### src/verilog/flash_host_consts.svh
// Timing and field constants for the parallel flash host controller.
// Assumes a 50 MHz mclk; all counts except SYNC_CYC are derived from printed times in ns.
`ifndef FLASH_HOST_CONSTS_SVH
`define FLASH_HOST_CONSTS_SVH
`define CLK_PERIOD_NS 20
`define RESET_PULSE_MIN_NS 25000
`define WAKE_TO_DATA_VALID_NS 150
`define WAKE_TO_WRITE_DELAY_NS 1000
`define RESET_RECOVERY_TIME_NS 100
`define ACCESS_NS 150
`define STROBE_NS 70
`define HOLD_NS 20
`define CEIL_CYC(ns) (((ns) + `CLK_PERIOD_NS - 1) / `CLK_PERIOD_NS)
`define RESET_PULSE_CYC `CEIL_CYC(`RESET_PULSE_MIN_NS)
`define WAKE_READ_CYC `CEIL_CYC(`WAKE_TO_DATA_VALID_NS)
`define WAKE_WRITE_CYC `CEIL_CYC(`WAKE_TO_WRITE_DELAY_NS)
`define ACCESS_CYC `CEIL_CYC(`ACCESS_NS)
`define STROBE_CYC `CEIL_CYC(`STROBE_NS)
`define HOLD_CYC `CEIL_CYC(`HOLD_NS)
`define SYNC_CYC 2
`define CNT_W 16
`define READ_ARRAY_CMD 8'hff
`define LOW_BYTE_MASK 16'h00ff
`endif

### src/verilog/flash_host_pkg.sv
// Types shared by the parallel flash host controller.
// Assumes the constants header is compiled alongside.
package flash_host_pkg;
    typedef struct packed {
        logic write;
        logic [23:0] addr;
        logic [15:0] wdata;
    } host_req_t;
    typedef struct packed {
        logic chip_select_bit0;
        logic chip_select_bit1;
        logic chip_select_bit2;
        logic oe_n;
        logic we_n;
        logic reset_powerdown_n;
        logic byte_n;
    } flash_ctl_t;
endpackage : flash_host_pkg

### src/verilog/flash_host.sv
// Host-side controller that drives an asynchronous parallel NOR flash.
// Assumes one request source on mclk and the flash pins wired straight out.
`timescale 1ns/1ps
`include "flash_host_consts.svh"
// How it works
// - Hold powerdown low the minimum time, then wait wake-up before reading.
// - Wait the wake-to-write delay after raising powerdown before any write.
// - Powerdown pin follows the system reset.
// - Never assert output enable and write strobe together.
// - Host supplies block, location or device address as the command needs.
module flash_host
    import flash_host_pkg::*;
(
    input wire logic mclk,
    input wire logic rst,
    input wire host_req_t req,
    input wire logic req_valid,
    input wire logic wide_mode,
    input wire logic powerdown_req,
    output logic req_ready,
    output logic [15:0] rdata,
    output logic rdata_valid,
    output logic flash_busy,
    output logic [23:0] flash_addr,
    output flash_ctl_t flash_ctl,
    input wire logic [15:0] dq_in,
    output logic [15:0] dq_out,
    output logic dq_oe,
    input wire logic busy_status_out
);
    typedef enum {S_PD, S_WAKE, S_IDLE, S_RD, S_WR, S_HOLD} state_t;
    state_t state, next_state;
    logic [`CNT_W-1:0] cnt, next_cnt;
    logic [`CNT_W-1:0] wake_cnt, next_wake_cnt;
    logic is_write, next_is_write;
    logic req_ready_n, rdv_n, busy_n, oe_n_d;
    logic [15:0] rdata_n, dq_out_n;
    logic [23:0] addr_n;
    flash_ctl_t ctl_n;
    logic busy_sync;
    logic [15:0] dq_sync;

    // Status pin is open drain; it reads high when the sequencer is idle.
    pin_sync #(.W(1)) u_busy_sync (
        .mclk(mclk),
        .rst(rst),
        .din(busy_status_out),
        .dout(busy_sync)
    );

    // Read data comes from another timing domain, so it is resynchronised like the status pin.
    pin_sync #(.W(16)) u_dq_sync (
        .mclk(mclk),
        .rst(rst),
        .din(dq_in),
        .dout(dq_sync)
    );

    // The top select stays low, so the two lower selects alone choose between enabled and standby.
    function automatic flash_ctl_t idle_ctl(input logic pd_n, input logic wide, input logic sel);
        flash_ctl_t c;
        c.chip_select_bit2 = 1'b0;
        c.chip_select_bit1 = !sel;
        c.chip_select_bit0 = !sel;
        c.oe_n = 1'b1;
        c.we_n = 1'b1;
        c.reset_powerdown_n = pd_n;
        c.byte_n = wide;
        return c;
    endfunction : idle_ctl

    always_comb begin
        next_state = state;
        next_cnt = cnt;
        next_wake_cnt = wake_cnt;
        next_is_write = is_write;
        req_ready_n = 1'b0;
        rdv_n = 1'b0;
        rdata_n = rdata;
        addr_n = flash_addr;
        dq_out_n = dq_out;
        oe_n_d = 1'b0;
        ctl_n = idle_ctl(1'b1, wide_mode, 1'b0);
        busy_n = !busy_sync;
        if (wake_cnt != '0) begin
            next_wake_cnt = wake_cnt - `CNT_W'(1);
        end
        case (state)
            S_PD: begin
                ctl_n = idle_ctl(1'b0, wide_mode, 1'b0);
                busy_n = 1'b1;
                if (cnt != '0) begin
                    next_cnt = cnt - `CNT_W'(1);
                end else if (!powerdown_req) begin
                    next_state = S_WAKE;
                    next_cnt = `CNT_W'(`WAKE_READ_CYC);
                    next_wake_cnt = `CNT_W'(`WAKE_WRITE_CYC);
                end
            end
            S_WAKE: begin
                if (cnt != '0) begin
                    next_cnt = cnt - `CNT_W'(1);
                end else begin
                    next_state = S_IDLE;
                    req_ready_n = 1'b1;
                end
            end
            S_IDLE: begin
                req_ready_n = 1'b1;
                if (powerdown_req) begin
                    // Aborting a running operation leaves its target undefined.
                    next_state = S_PD;
                    next_cnt = `CNT_W'(`RESET_PULSE_CYC);
                    req_ready_n = 1'b0;
                end else if (req_valid && !(req.write && wake_cnt != '0)) begin
                    req_ready_n = 1'b0;
                    next_is_write = req.write;
                    addr_n = req.addr;
                    dq_out_n = wide_mode ? req.wdata : (req.wdata & `LOW_BYTE_MASK);
                    next_state = req.write ? S_WR : S_RD;
                    // Reads stay open two extra cycles to cover the data synchroniser's latency.
                    next_cnt = req.write ? `CNT_W'(`STROBE_CYC) : `CNT_W'(`ACCESS_CYC + `SYNC_CYC);
                end
            end
            S_RD: begin
                ctl_n = idle_ctl(1'b1, wide_mode, 1'b1);
                ctl_n.oe_n = 1'b0;
                if (cnt != '0) begin
                    next_cnt = cnt - `CNT_W'(1);
                end else begin
                    // Narrow mode: upper lanes are not driven by the flash.
                    rdata_n = wide_mode ? dq_sync : (dq_sync & `LOW_BYTE_MASK);
                    rdv_n = 1'b1;
                    ctl_n.oe_n = 1'b1;
                    next_state = S_HOLD;
                    next_cnt = `CNT_W'(`HOLD_CYC);
                end
            end
            S_WR: begin
                ctl_n = idle_ctl(1'b1, wide_mode, 1'b1);
                ctl_n.we_n = 1'b0;
                oe_n_d = 1'b1;
                if (cnt != '0) begin
                    next_cnt = cnt - `CNT_W'(1);
                end else begin
                    // Rising write strobe latches the command; data held one more phase.
                    ctl_n.we_n = 1'b1;
                    next_state = S_HOLD;
                    next_cnt = `CNT_W'(`HOLD_CYC);
                end
            end
            S_HOLD: begin
                // Selects stay on through the hold so the write strobe, not a select edge, latches.
                ctl_n = idle_ctl(1'b1, wide_mode, 1'b1);
                oe_n_d = is_write;
                if (cnt != '0) begin
                    next_cnt = cnt - `CNT_W'(1);
                end else begin
                    next_state = S_IDLE;
                    req_ready_n = !powerdown_req;
                end
            end
            default: begin
                next_state = S_PD;
                next_cnt = `CNT_W'(`RESET_PULSE_CYC);
            end
        endcase
    end

    always_ff @(posedge mclk) begin
        if (rst) begin
            // System reset also drives the flash into power-down.
            state <= S_PD;
            cnt <= `CNT_W'(`RESET_PULSE_CYC);
            wake_cnt <= '0;
            is_write <= 1'b0;
            req_ready <= 1'b0;
            rdata <= '0;
            rdata_valid <= 1'b0;
            flash_busy <= 1'b1;
            flash_addr <= '0;
            flash_ctl <= idle_ctl(1'b0, 1'b0, 1'b0);
            dq_out <= '0;
            dq_oe <= 1'b0;
        end else begin
            state <= next_state;
            cnt <= next_cnt;
            wake_cnt <= next_wake_cnt;
            is_write <= next_is_write;
            req_ready <= req_ready_n;
            rdata <= rdata_n;
            rdata_valid <= rdv_n;
            flash_busy <= busy_n;
            flash_addr <= addr_n;
            flash_ctl <= ctl_n;
            dq_out <= dq_out_n;
            dq_oe <= oe_n_d;
        end
    end

    no_oe_we_a: assert property (@(posedge mclk) disable iff (rst)
        !(!flash_ctl.oe_n && !flash_ctl.we_n)) else $error("oe and we both active");
    no_drive_read_a: assert property (@(posedge mclk) disable iff (rst)
        !flash_ctl.oe_n |-> !dq_oe) else $error("host drives dq during read");
    pd_width_a: assert property (@(posedge mclk) disable iff (rst)
        $fell(flash_ctl.reset_powerdown_n) |-> !flash_ctl.reset_powerdown_n [*8])
        else $error("powerdown pulse too short");
    wake_write_a: assert property (@(posedge mclk) disable iff (rst)
        $rose(flash_ctl.reset_powerdown_n) |-> flash_ctl.we_n [*8]) else $error("write too soon");
    pd_quiet_a: assert property (@(posedge mclk) disable iff (rst)
        !flash_ctl.reset_powerdown_n |-> flash_ctl.oe_n && flash_ctl.we_n) else $error("access in powerdown");
    we_drive_a: assert property (@(posedge mclk) disable iff (rst)
        !flash_ctl.we_n |-> dq_oe) else $error("write without data");
    rd_len_a: assert property (@(posedge mclk) disable iff (rst)
        $fell(flash_ctl.oe_n) |-> !flash_ctl.oe_n [*8]) else $error("read strobe short");
    rdv_pulse_a: assert property (@(posedge mclk) disable iff (rst)
        rdata_valid |=> !rdata_valid) else $error("rdata_valid not a pulse");
    cov_read_c: cover property (@(posedge mclk) rdata_valid);
    cov_write_c: cover property (@(posedge mclk) $rose(flash_ctl.we_n));
    cov_pd_c: cover property (@(posedge mclk) $rose(flash_ctl.reset_powerdown_n));
endmodule : flash_host

### src/verilog/pin_sync.sv
// Two-flop synchroniser for the flash status pin and the read data bus.
// Assumes inputs are asynchronous to mclk.
`timescale 1ns/1ps
module pin_sync #(
    parameter int W = 1
) (
    input wire logic mclk,
    input wire logic rst,
    input wire logic [W-1:0] din,
    output logic [W-1:0] dout
);
    logic [W-1:0] meta;
    logic [W-1:0] next_meta;
    logic [W-1:0] next_dout;
    always_comb begin
        next_meta = din;
        next_dout = meta;
    end
    always_ff @(posedge mclk) begin
        if (rst) begin
            meta <= '0;
            dout <= '0;
        end else begin
            meta <= next_meta;
            dout <= next_dout;
        end
    end
endmodule : pin_sync
### config.mk
export PLATFORM = sky130hd
export DESIGN_NAME = flash_host
export DESIGN_NICKNAME = d
export VERILOG_FILES = /design/src/verilog/flash_host_pkg.sv /design/src/verilog/flash_host.sv /design/src/verilog/pin_sync.sv
export VERILOG_INCLUDE_DIRS = /design/src /design/src/verilog
export SDC_FILE = /design/constraint.sdc
export NUM_CORES = 1
export LEC_CHECK = 0
export ABC_AREA = 1
export BUFFER_PORTS_ARGS = -buffer_cell sky130_fd_sc_hd__buf_2
export CORE_MARGIN = 2
export CORE_UTILIZATION = 53
export DETAILED_ROUTE_END_ITERATION = 8
export MAX_ROUTING_LAYER = met4
export PLACE_DENSITY = 0.85
export REMOVE_ABC_BUFFERS = 1
export SLEW_MARGIN = 15
export SYNTH_ARGS = -nofsm -noshare
export SYNTH_HDL_FRONTEND = slang
export SYNTH_SLANG_ARGS = --single-unit
export TNS_END_PERCENT = 20
### constraint.sdc
create_clock -name mclk -period 2.3 [get_ports mclk]
set_input_delay 0.345 -clock mclk [delete_from_list [all_inputs] [get_ports mclk]]
set_output_delay 0.345 -clock mclk [all_outputs]
set_load 0.02 [all_outputs]
Word-level counts from Yosys, hierarchy flattened
Index checks and enable logic that the tools add are counted.
{"block": "classes", "muxes": 29, "bitwise_logic": 3, "add_sub_neg": 2, "n_eq_ne": 12, "n_reduce_logical": 16}
{"operator": "2-to-1 mux 16 bit", "n": 12}
{"operator": "2-to-1 mux 32 bit", "n": 6}
{"operator": "one-hot mux 32 bit (4 select lines)", "n": 1}
{"operator": "equality test 32 x 2 -> 1 bit, second input constant", "n": 2}
{"operator": "equality test 32 x 3 -> 1 bit, second input constant", "n": 2}
{"operator": "one-hot mux 16 bit (4 select lines)", "n": 1}
{"operator": "equality test 32 x 1 -> 1 bit, second input constant", "n": 1}
{"operator": "logical NOT 32 bit", "n": 1}
{"operator": "nonzero test 16 bit", "n": 2}
{"operator": "subtractor 16 x 1 -> 16 bit, second input constant", "n": 2}
{"operator": "one-hot mux 7 bit (4 select lines)", "n": 1}
{"operator": "inequality test 2 bit, second input constant", "n": 4}
{"operator": "OR reduction 2 bit", "n": 4}
{"operator": "inequality test 3 bit, second input constant", "n": 2}
{"operator": "AND reduction 3 bit", "n": 2}
{"operator": "AND reduction 5 bit", "n": 1}
{"operator": "2-to-1 mux 1 bit", "n": 4}
{"operator": "2-to-1 mux 4 bit", "n": 1}
{"operator": "logical NOT 1 bit", "n": 3}
{"operator": "2-to-1 mux 3 bit", "n": 1}
{"operator": "inverter 1 bit", "n": 3}
{"operator": "one-hot mux 1 bit (3 select lines)", "n": 1}
{"operator": "logical AND 1 bit", "n": 2}
{"operator": "inequality test 2 x 1 -> 1 bit, second input constant", "n": 1}
{"operator": "2 further kinds", "n": 2}
{"block": "totals", "output_inout_bits": 67, "inputBits": 63, "word_cells": 84, "ff_bits": 166}

Longest topological paths before layout
Gate-level depths: netlist of the first run.
{"block": "logic_depth", "ltp_word": 7, "mapped_depth": 13, "mapped_depth_nobuf": 12}

Hierarchy
A second synthesis of the first run with hierarchy kept.
{"block": "unflattened", "cells_unflattened": 759, "area_unflattened_um2": 5635.4}
{"mod": "flash_host", "cells_per_inst": 654, "area_per_inst_um2": 4665.7, "n_inst": 1}
{"mod": "pin_sync (u_dq_sync)", "cells_per_inst": 99, "area_per_inst_um2": 914.6, "n_inst": 1}
{"mod": "pin_sync (u_busy_sync)", "cells_per_inst": 6, "area_per_inst_um2": 55.1, "n_inst": 1}

Worst setup path after synthesis of the first run
OpenSTA, ideal clock, no wires.
{"block": "synth_path", "path_type": "register to register", "from": "register wake_cnt[0]", "to": "register cnt[1]", "arrival_time_ns": 1.474, "stages_incl_launch_ff": 13, "path_slack_ns": 0.707, "setup_ns": 0.119, "n_path_buf": 1, "path_cell_list": "dfxtp_1 inv_1 ha_1 nand2_2 nor2_4 nand2_4 nand2_4 nand2_4 nand2_8 nand2_4 buf_6 a21oi_1 nand2_1"}
{"block": "synth_via", "elab_chain_len": 6}
{"item": "from (decl)", "line": "flash_host.sv:34", "text": "logic [`CNT_W-1:0] wake_cnt, next_wake_cnt;"}
{"item": "from (signal assigned)", "line": "flash_host.sv:188", "text": "wake_cnt <= next_wake_cnt;"}
{"item": "nonzero test 16 bit", "line": "flash_host.sv:115", "text": "end else if (req_valid && !(req.write && wake_cnt != '0)) begin"}
{"item": "logical AND 1 bit", "line": "flash_host.sv:115"}
{"item": "logical NOT 1 bit", "line": "flash_host.sv:115"}
{"item": "logical AND 1 bit", "line": "flash_host.sv:115"}
{"item": "inequality test 3 bit (no source line)"}
{"item": "AND reduction 3 bit (no source line)"}
{"item": "to (signal assigned)", "line": "flash_host.sv:174", "text": "cnt <= `CNT_W'(`RESET_PULSE_CYC);"}
{"item": "to (signal assigned)", "line": "flash_host.sv:187", "text": "cnt <= next_cnt;"}
{"item": "to (decl)", "line": "flash_host.sv:33", "text": "logic [`CNT_W-1:0] cnt, next_cnt;"}
No other way between the ends.
A chain may end at the register's enable or synchronous reset.

Worst setup path in the final report of the first run
{"block": "layout_path", "from": "register cnt[11]", "to": "register wake_cnt[6]"}
{"block": "layout_via", "elab_chain_len": 3}
{"item": "nonzero test 16 bit", "line": "flash_host.sv:92", "text": "if (cnt != '0) begin"}
{"item": "2-to-1 mux 16 bit", "line": "flash_host.sv:92"}
{"item": "2-to-1 mux 16 bit", "line": "flash_host.sv:88", "text": "case (state)"}
No other way between the ends.

==> summary.txt, run 1 <==
Floorplan
  • Floorplan row count: 37
  • Area inside the core boundary: 0.01023 mm^2
  • Initial Utilization: 54.12%
  • Num ports: 130
  • Die width: around 110 um
  • Die Ht: 106.2 um
  • Overall die area: 0.01128 mm^2

Run status
  • Result of the run: finished clean

Yosys
  • Post-synthesis xor/xnor area fraction: 2.689%
  • Mux cell area share after synthesis: 0%
  • Simple-gate area share of the yosys netlist: 30.60%
  • Adder and majority gate portion of the synthesized area: 0.6780%
  • Sequential-to-total area share from yosys stat: 48.81%
  • Number of cells produced by synthesis: between 700 and 800
  • Post-synth cell types: 33
  • Top post-synthesis cells by area: dfxtp_1, nand2_1, nor2_1
  • Average instance area after synthesis: 7.382 um^2
  • Complex-gate fraction of the synthesized area: roughly 8%
  • Flip-flop and latch count after synthesis: 135
  • Portion of synthesized cell area occupied by the leading cell type: 48.81%
  • Synth area leader: dfxtp_1
  • Number of warning messages in the yosys log: 0
  • Mapped Area: 0.005537 mm^2
  • Largest family of logic cells by synthesized area: simple AND/OR/NAND/NOR gates

STA
  • Max Transition Viols Final: 0
  • Clock tree skew after final layout: 8.949 ps
  • Summed negative setup slack over all endpoints: 0 ps
  • # setup viols final: 0
  • Final critical delay including setup and external delays: 1938 ps
  • Maximum achievable frequency: 0.5160 GHz
  • Final hold violation count: 0
  • Share of the clock period used by the worst path: 84.26%
  • RSZ-0062 raised after global routing: no

Layout
  • Layout cells sized above 1: 22.05%
  • Area growth from synthesis to final layout: 24.72%
  • Final Net Count: 944
  • Area of all placed cells without fillers: 0.006905 mm^2
  • Most frequent standard cell in the layout excluding fill and tap cells: nand2_1
  • Final antenna diode count: 0
  • Commonest cells after routing, fill and taps aside: nand2_1, dfxtp_1, buf_2, nor2_1, inv_1

Route
  • Number of DRC markers in iteration 0: 311
  • Post-detailed-route via-to-cell ratio: about 5
  • DRT Wirelength: 12550 um
  • Drt pass-1 iters: 7
  • Antenna-violating nets left: 0
  • Number of vias in the routed layout: between 4000 and 5000
  • DRC: 0
  • Routed wire per std cell: roughly 12 um

Run
  • Reported max-cap violation count: 0

Worst setup path
  • Worst setup path category: register to register
  • Required @ worst endpoint: 2680 ps
  • Reg-to-reg setup timing slack: between 300 and 400 ps
  • Crit end category: register
  • Arrival @ worst endpoint: approximately 2300 ps
  • Crit Path Max Fanout: 13
  • Category of the worst setup path launch point: register

Clock network
  • Number of gates resized after cts: 0
  • TritonCTS clock tree: built
  • Number of levels the H-tree was split into: 4
  • Clock buffer depth: 2
  • Hold buffer count at cts: 0
  • Clock Root Buffer: clkbuf_8
  • Clock-pin slew on the worst setup and hold paths: 60 ps
  • Post-CTS Setup Bufs: 0
  • TritonCTS buffer count: 17
  • Total clock sinks: ~140
  • Clock insertion delay at the later pin of the skew report: 520 ps

Power and ir drop
  • Overall power consumption: between 7 and 8 mW
  • Power per Cell Area: 1134 mW/mm^2
  • Worst VDD drop: 0.8457 mV
  • Static Leak: 3.280 nW

GRT
  • Total congestion overflow after global routing: 0
  • Number of antenna violations at the first check in global routing: 0
  • Global-route wire length before repair: ~21000 um
  • GRT Total Usage: 24.12%
  • Pin count of the biggest net entering global routing: 74
  • Vias in the first global route: 4703

Place
  • Final estimated routing congestion in global placement: 0.9327
  • Dpl hpwl: 8590 um
  • Post-place instance area: between 0.006 and 0.007 mm^2
  • Count of buffers from port buffering: 128

Worst hold path
  • Worst hold-check path type: input port to register
## stage by stage
stage / util (%) / std cells / setup slack [ps] / hold slack (ps)
2_1_floorplan: - / 724 / 12.95 / 350.5
3_3_place_gp: 61.29 / 995 / 452.4 / 354.0
3_5_place_dp: 61.29 / 995 / 399.2 / 358.2
4_1_cts: 67.49 / 1025 / 378.2 / 9.100
5_1_grt: 67.49 / 1025 / 136.1 / 15.05
6_report: 67.49 / 1025 / 362.0 / 21.03
## cell usage after synthesis
master / count
a21oi_1: 56
a2bb2oi_1: 2
a31oi_1: 1
buf_1: 4
buf_2: 2
buf_4: 7
buf_6: 2
clkbuf_1: 11
clkinv_1: 1
clkinv_2: 1
conb_1: 1
dfxtp_1: 135
ha_1: 3
inv_1: 92
inv_2: 1
nand2_1: 193
nand2_2: 6
nand2_4: 4
nand2_8: 1
nand3_1: 48
nand3_2: 2
nand3_4: 1
nand4_1: 11
nor2_1: 98
nor2_2: 9
nor2_4: 5
nor3_1: 8
o21ai_0: 24
o21ai_1: 2
o21ai_2: 1
o31ai_1: 1
xnor2_1: 5
xor2_1: 12
## kinds of logic (layout without fill, tap and decap cells)
group	count (synthesis)	in the layout
simple gates	386	386
flops	135	135
buf+inv	121	260
compound gates	87	87
xor+xnor	17	17
fa+ha+maj	3	3
other cells	1	1
## power breakdown
group / switching (mW) / internal, mW
combinational: 1.35 / 0.765
clock: 1.03 / 1.88
sequential: 0.213 / 2.60
## sequential cells by signal, summed over array words and instances, names as in the netlist, 3 cells and up
| register | flops |
|---|---|
| flash_addr | 24 |
| cnt | 16 |
| dq_out | 16 |
| rdata | 16 |
| u_dq_sync.dout | 16 |
| u_dq_sync.meta | 16 |
| wake_cnt | 16 |
| flash_ctl | 5 |
| state | 3 |
## worst paths after layout
kind	cells after the start	from	to
setup / recovery	8	cnt[11]	wake_cnt[6]
setup reg to reg	8	cnt[11]	wake_cnt[6]
hold / removal	3	dq_in[3]	u_dq_sync.meta[3]
hold reg to reg	1	u_busy_sync.dout	flash_busy
## cell type report
class / instances / area, um^2
inverter: 95 / 357.8
fill: 830 / 3326
multi-input combinational: 494 / 2335
tap: 136 / 170.2
clock inverter: 13 / 220.2
clock buffer: 17 / 414.1
sequential: 135 / 2703
timing repair buffer: 135 / 705.7
## layer usage
metal | global-route usage [%] | share of wire [%] | vias up
met5 | - | 0 | -
met4 | 10.24 | 2.5 | 0
met3 | 6.315 | 5.1 | 32
met2 | 37.82 | 48 | 149
met1 | 29.53 | 44 | 2232
li1 | - | - | 2582
## critical path, stage by stage, from the launching register on
cell and delay [ps]:
dfxtp_1 350, nor2_1 200, inv_1 90, nor3_1 310, nand2_1 120, inv_1 140
nand3_2 120, nand2_1 380, nor2_1 100
Power figures use the tool's default switching activity.
==> run 2: changes to the inputs <==
clock period = 1.8 ns   (was 2.3 ns; I/O delays follow)
==> summary.txt, run 2 (synthesis gave the netlist of run 1 again) <==
STA
  • Max Transition Viols Final: 0 (unchanged)
  • Share of the clock period used by the worst path: 97.43% (+13 points)
  • Final-layout worst hold slack: 15.13 ps (-5.906 ps)
  • Clock tree skew after final layout: 8.630 ps (-0.3189 ps)
  • # setup viols final: 0 (unchanged)
  • Final hold violation count: 0 (unchanged)
  • Worst Slack Setup Final: 46.20 ps (-315.8 ps)
  • Summed negative setup slack over all endpoints: 0 ps (unchanged)
  • Maximum achievable frequency: 0.5702 GHz (+11%)
  • Final critical delay including setup and external delays: 1754 ps (-184.2 ps)

GRT
  • Total congestion overflow after global routing: 0 (unchanged)
  • Number of antenna violations at the first check in global routing: 0 (unchanged)
  • GRT Total Usage: 28.74% (+4.6 points)
  • Vias in the first global route: 5450 (+16%)
  • Pin count of the biggest net entering global routing: 82 (+11%)
  • Global-route wire length before repair: 25040 um (+18%)

Route
  • Drt pass-1 iters: 6 (-1)
  • Antenna-violating nets left: 0 (unchanged)
  • DRC: 0 (unchanged)
  • DRT Wirelength: 15460 um (+23%)
  • Post-detailed-route via-to-cell ratio: 5.072 (+4.1%)
  • Number of vias in the routed layout: 5559 (+11%)
  • Number of DRC markers in iteration 0: 385 (+24%)
  • Routed wire per std cell: 14.11 um (+15%)

Layout
  • Area growth from synthesis to final layout: 36.95%
  • Final antenna diode count: 0 (unchanged)
  • Share of the core filled with cells: 74.11% (+6.6 points)
  • Largest register FFs: 24 (unchanged)
  • Final Net Count: 1013 (+7.3%)
  • Most frequent standard cell in the layout excluding fill and tap cells: nand2_1
  • Register name with the most flops: flash_addr
  • Layout cells sized above 1: 24.38% (+2.3 points)
  • Commonest cells after routing, fill and taps aside: nand2_1, dfxtp_1, buf_2, nor2_1, inv_1

Floorplan
  • Initial Utilization: 54.12% (unchanged)
  • Die width: 106.2 um (unchanged)
  • Overall die area: 0.01128 mm^2 (unchanged)
  • Die Ht: 106.2 um (unchanged)
  • Floorplan row count: 37 (unchanged)
  • Num ports: 130 (unchanged)
  • Area inside the core boundary: 0.01023 mm^2 (unchanged)

Power and ir drop
  • Overall power consumption: 10.03 mW (+28%)
  • Power per Cell Area: 1323 mW/mm^2 (+17%)
  • Static Leak: 3.560 nW (+8.5%)
  • Worst VDD drop: 0.8310 mV (-1.7%)

Clock network
  • Clock-pin slew on the worst setup and hold paths: 60 ps (about the same)
  • Clock insertion delay at the later pin of the skew report: 530 ps (about the same)
  • TritonCTS buffer count: 17 (unchanged)
  • Number of levels the H-tree was split into: 4 (unchanged)
  • Clock buffer depth: 2 (unchanged)
  • Total clock sinks: 135 (unchanged)
  • Clock Root Buffer: clkbuf_8
  • TritonCTS clock tree: built

Worst setup path
  • Launching point of the worst reg2reg path: wake_cnt[0]
  • Worst setup startpoint: wake_cnt[0]
  • Crit Path Max Fanout: 11 (-2)
  • Required @ worst endpoint: 2260 ps (-420 ps)
  • Category of the worst setup path launch point: register
  • Crit end category: register
  • Worst setup path category: register to register
  • Arrival @ worst endpoint: 2210 ps (-110 ps)

Place
  • Pre-CTS worst setup slack: 33.15 ps (-366.0 ps)
  • Count of buffers from port buffering: 128 (unchanged)
  • Dpl hpwl: 9022 um (+5.0%)
  • Final estimated routing congestion in global placement: 0.9522 (+2.1%)

Run
  • Reported max-cap violation count: 0 (unchanged)

Worst hold path
  • Worst hold-check path type: input port to register
  • Startpoint of the most critical hold path: req[8]

Run status
  • Result of the run: finished clean
run 2: changes by cell type in the layout (fill, tap and decap cells not counted), moves of 3 or more:
cell           previous run  this run
nor2_1                   98        93
a21oi_2                   0         4
a21oi_1                  56        52
bufinv_16                 5         1
buf_4                     6        23
inv_6                     3         6
o21ai_1                   2         5
nor2_4                    5         8
o21ai_0                  24        21
dlygate4sd3_1             0        50
run 2: final cells by class:
class	count	area [um^2]
clock inverter	13	132.6
timing repair buffer	204	1365
clock buffer	19	441.7
multi-input combinational	494	2404
tap	136	170.2
fill	682	2649
inverter	95	364.1
sequential	135	2705
run 2: timing repair:
item                                    CTS  global route
resized for setup                         1            27
endpoints found under the hold margin    50             0
hold buffers                             50             0
buffers inserted                          0             4
endpoints found under the setup margin    1            68
pin swaps                                 0             4
run 2: layer usage:
layer	part of all wire [%]	vias to the layer above	wire, um	global-route usage [%]
met5	0	-	0	-
met4	3.8	0	583	13.25
met3	5.4	63	828	7.971
met2	50	211	7755	47.48
met1	41	2556	6297	32.40
li1	-	2729	-	-
run 2: path summary, 6_finish.rpt:
kind / end / slack [ps] / cells past startpoint
max: dq_out[12] / 50 / 11
min: dq_out[8] / 20 / 3
max reg2reg: dq_out[12] / 50 / 11
min reg2reg: flash_busy / 380 / 1
run 2: per-stage QoR:
stage	instances	instance area, um^2
after floorplan	724	5395
after global placement	1010	6396
after detailed placement	1010	6396
after CTS	1092	7473
after global routing	1096	7582
final	1096	7582
run 2: worst max-delay path, cell delays in order, from the launching register on:
cell and delay, ps:
dfxtp_1 310, inv_1 80, ha_2 200, nand2_2 80
nor2_4 130, nand2_4 90, nand2_4 80, nand3_2 110
clkinv_4 130, buf_4 160, nand3_1 130, a21oi_2 180
run 2: power breakdown:
| part | switching, mW | internal [mW] | leakage, nW |
|---|---|---|---|
| Combinational | 1.92 | 1.17 | 2.19 |
| Clock | 1.40 | 1.94 | 0.271 |
| Sequential | 0.284 | 3.32 | 1.10 |
| Total | 3.60 | 6.43 | 3.56 |
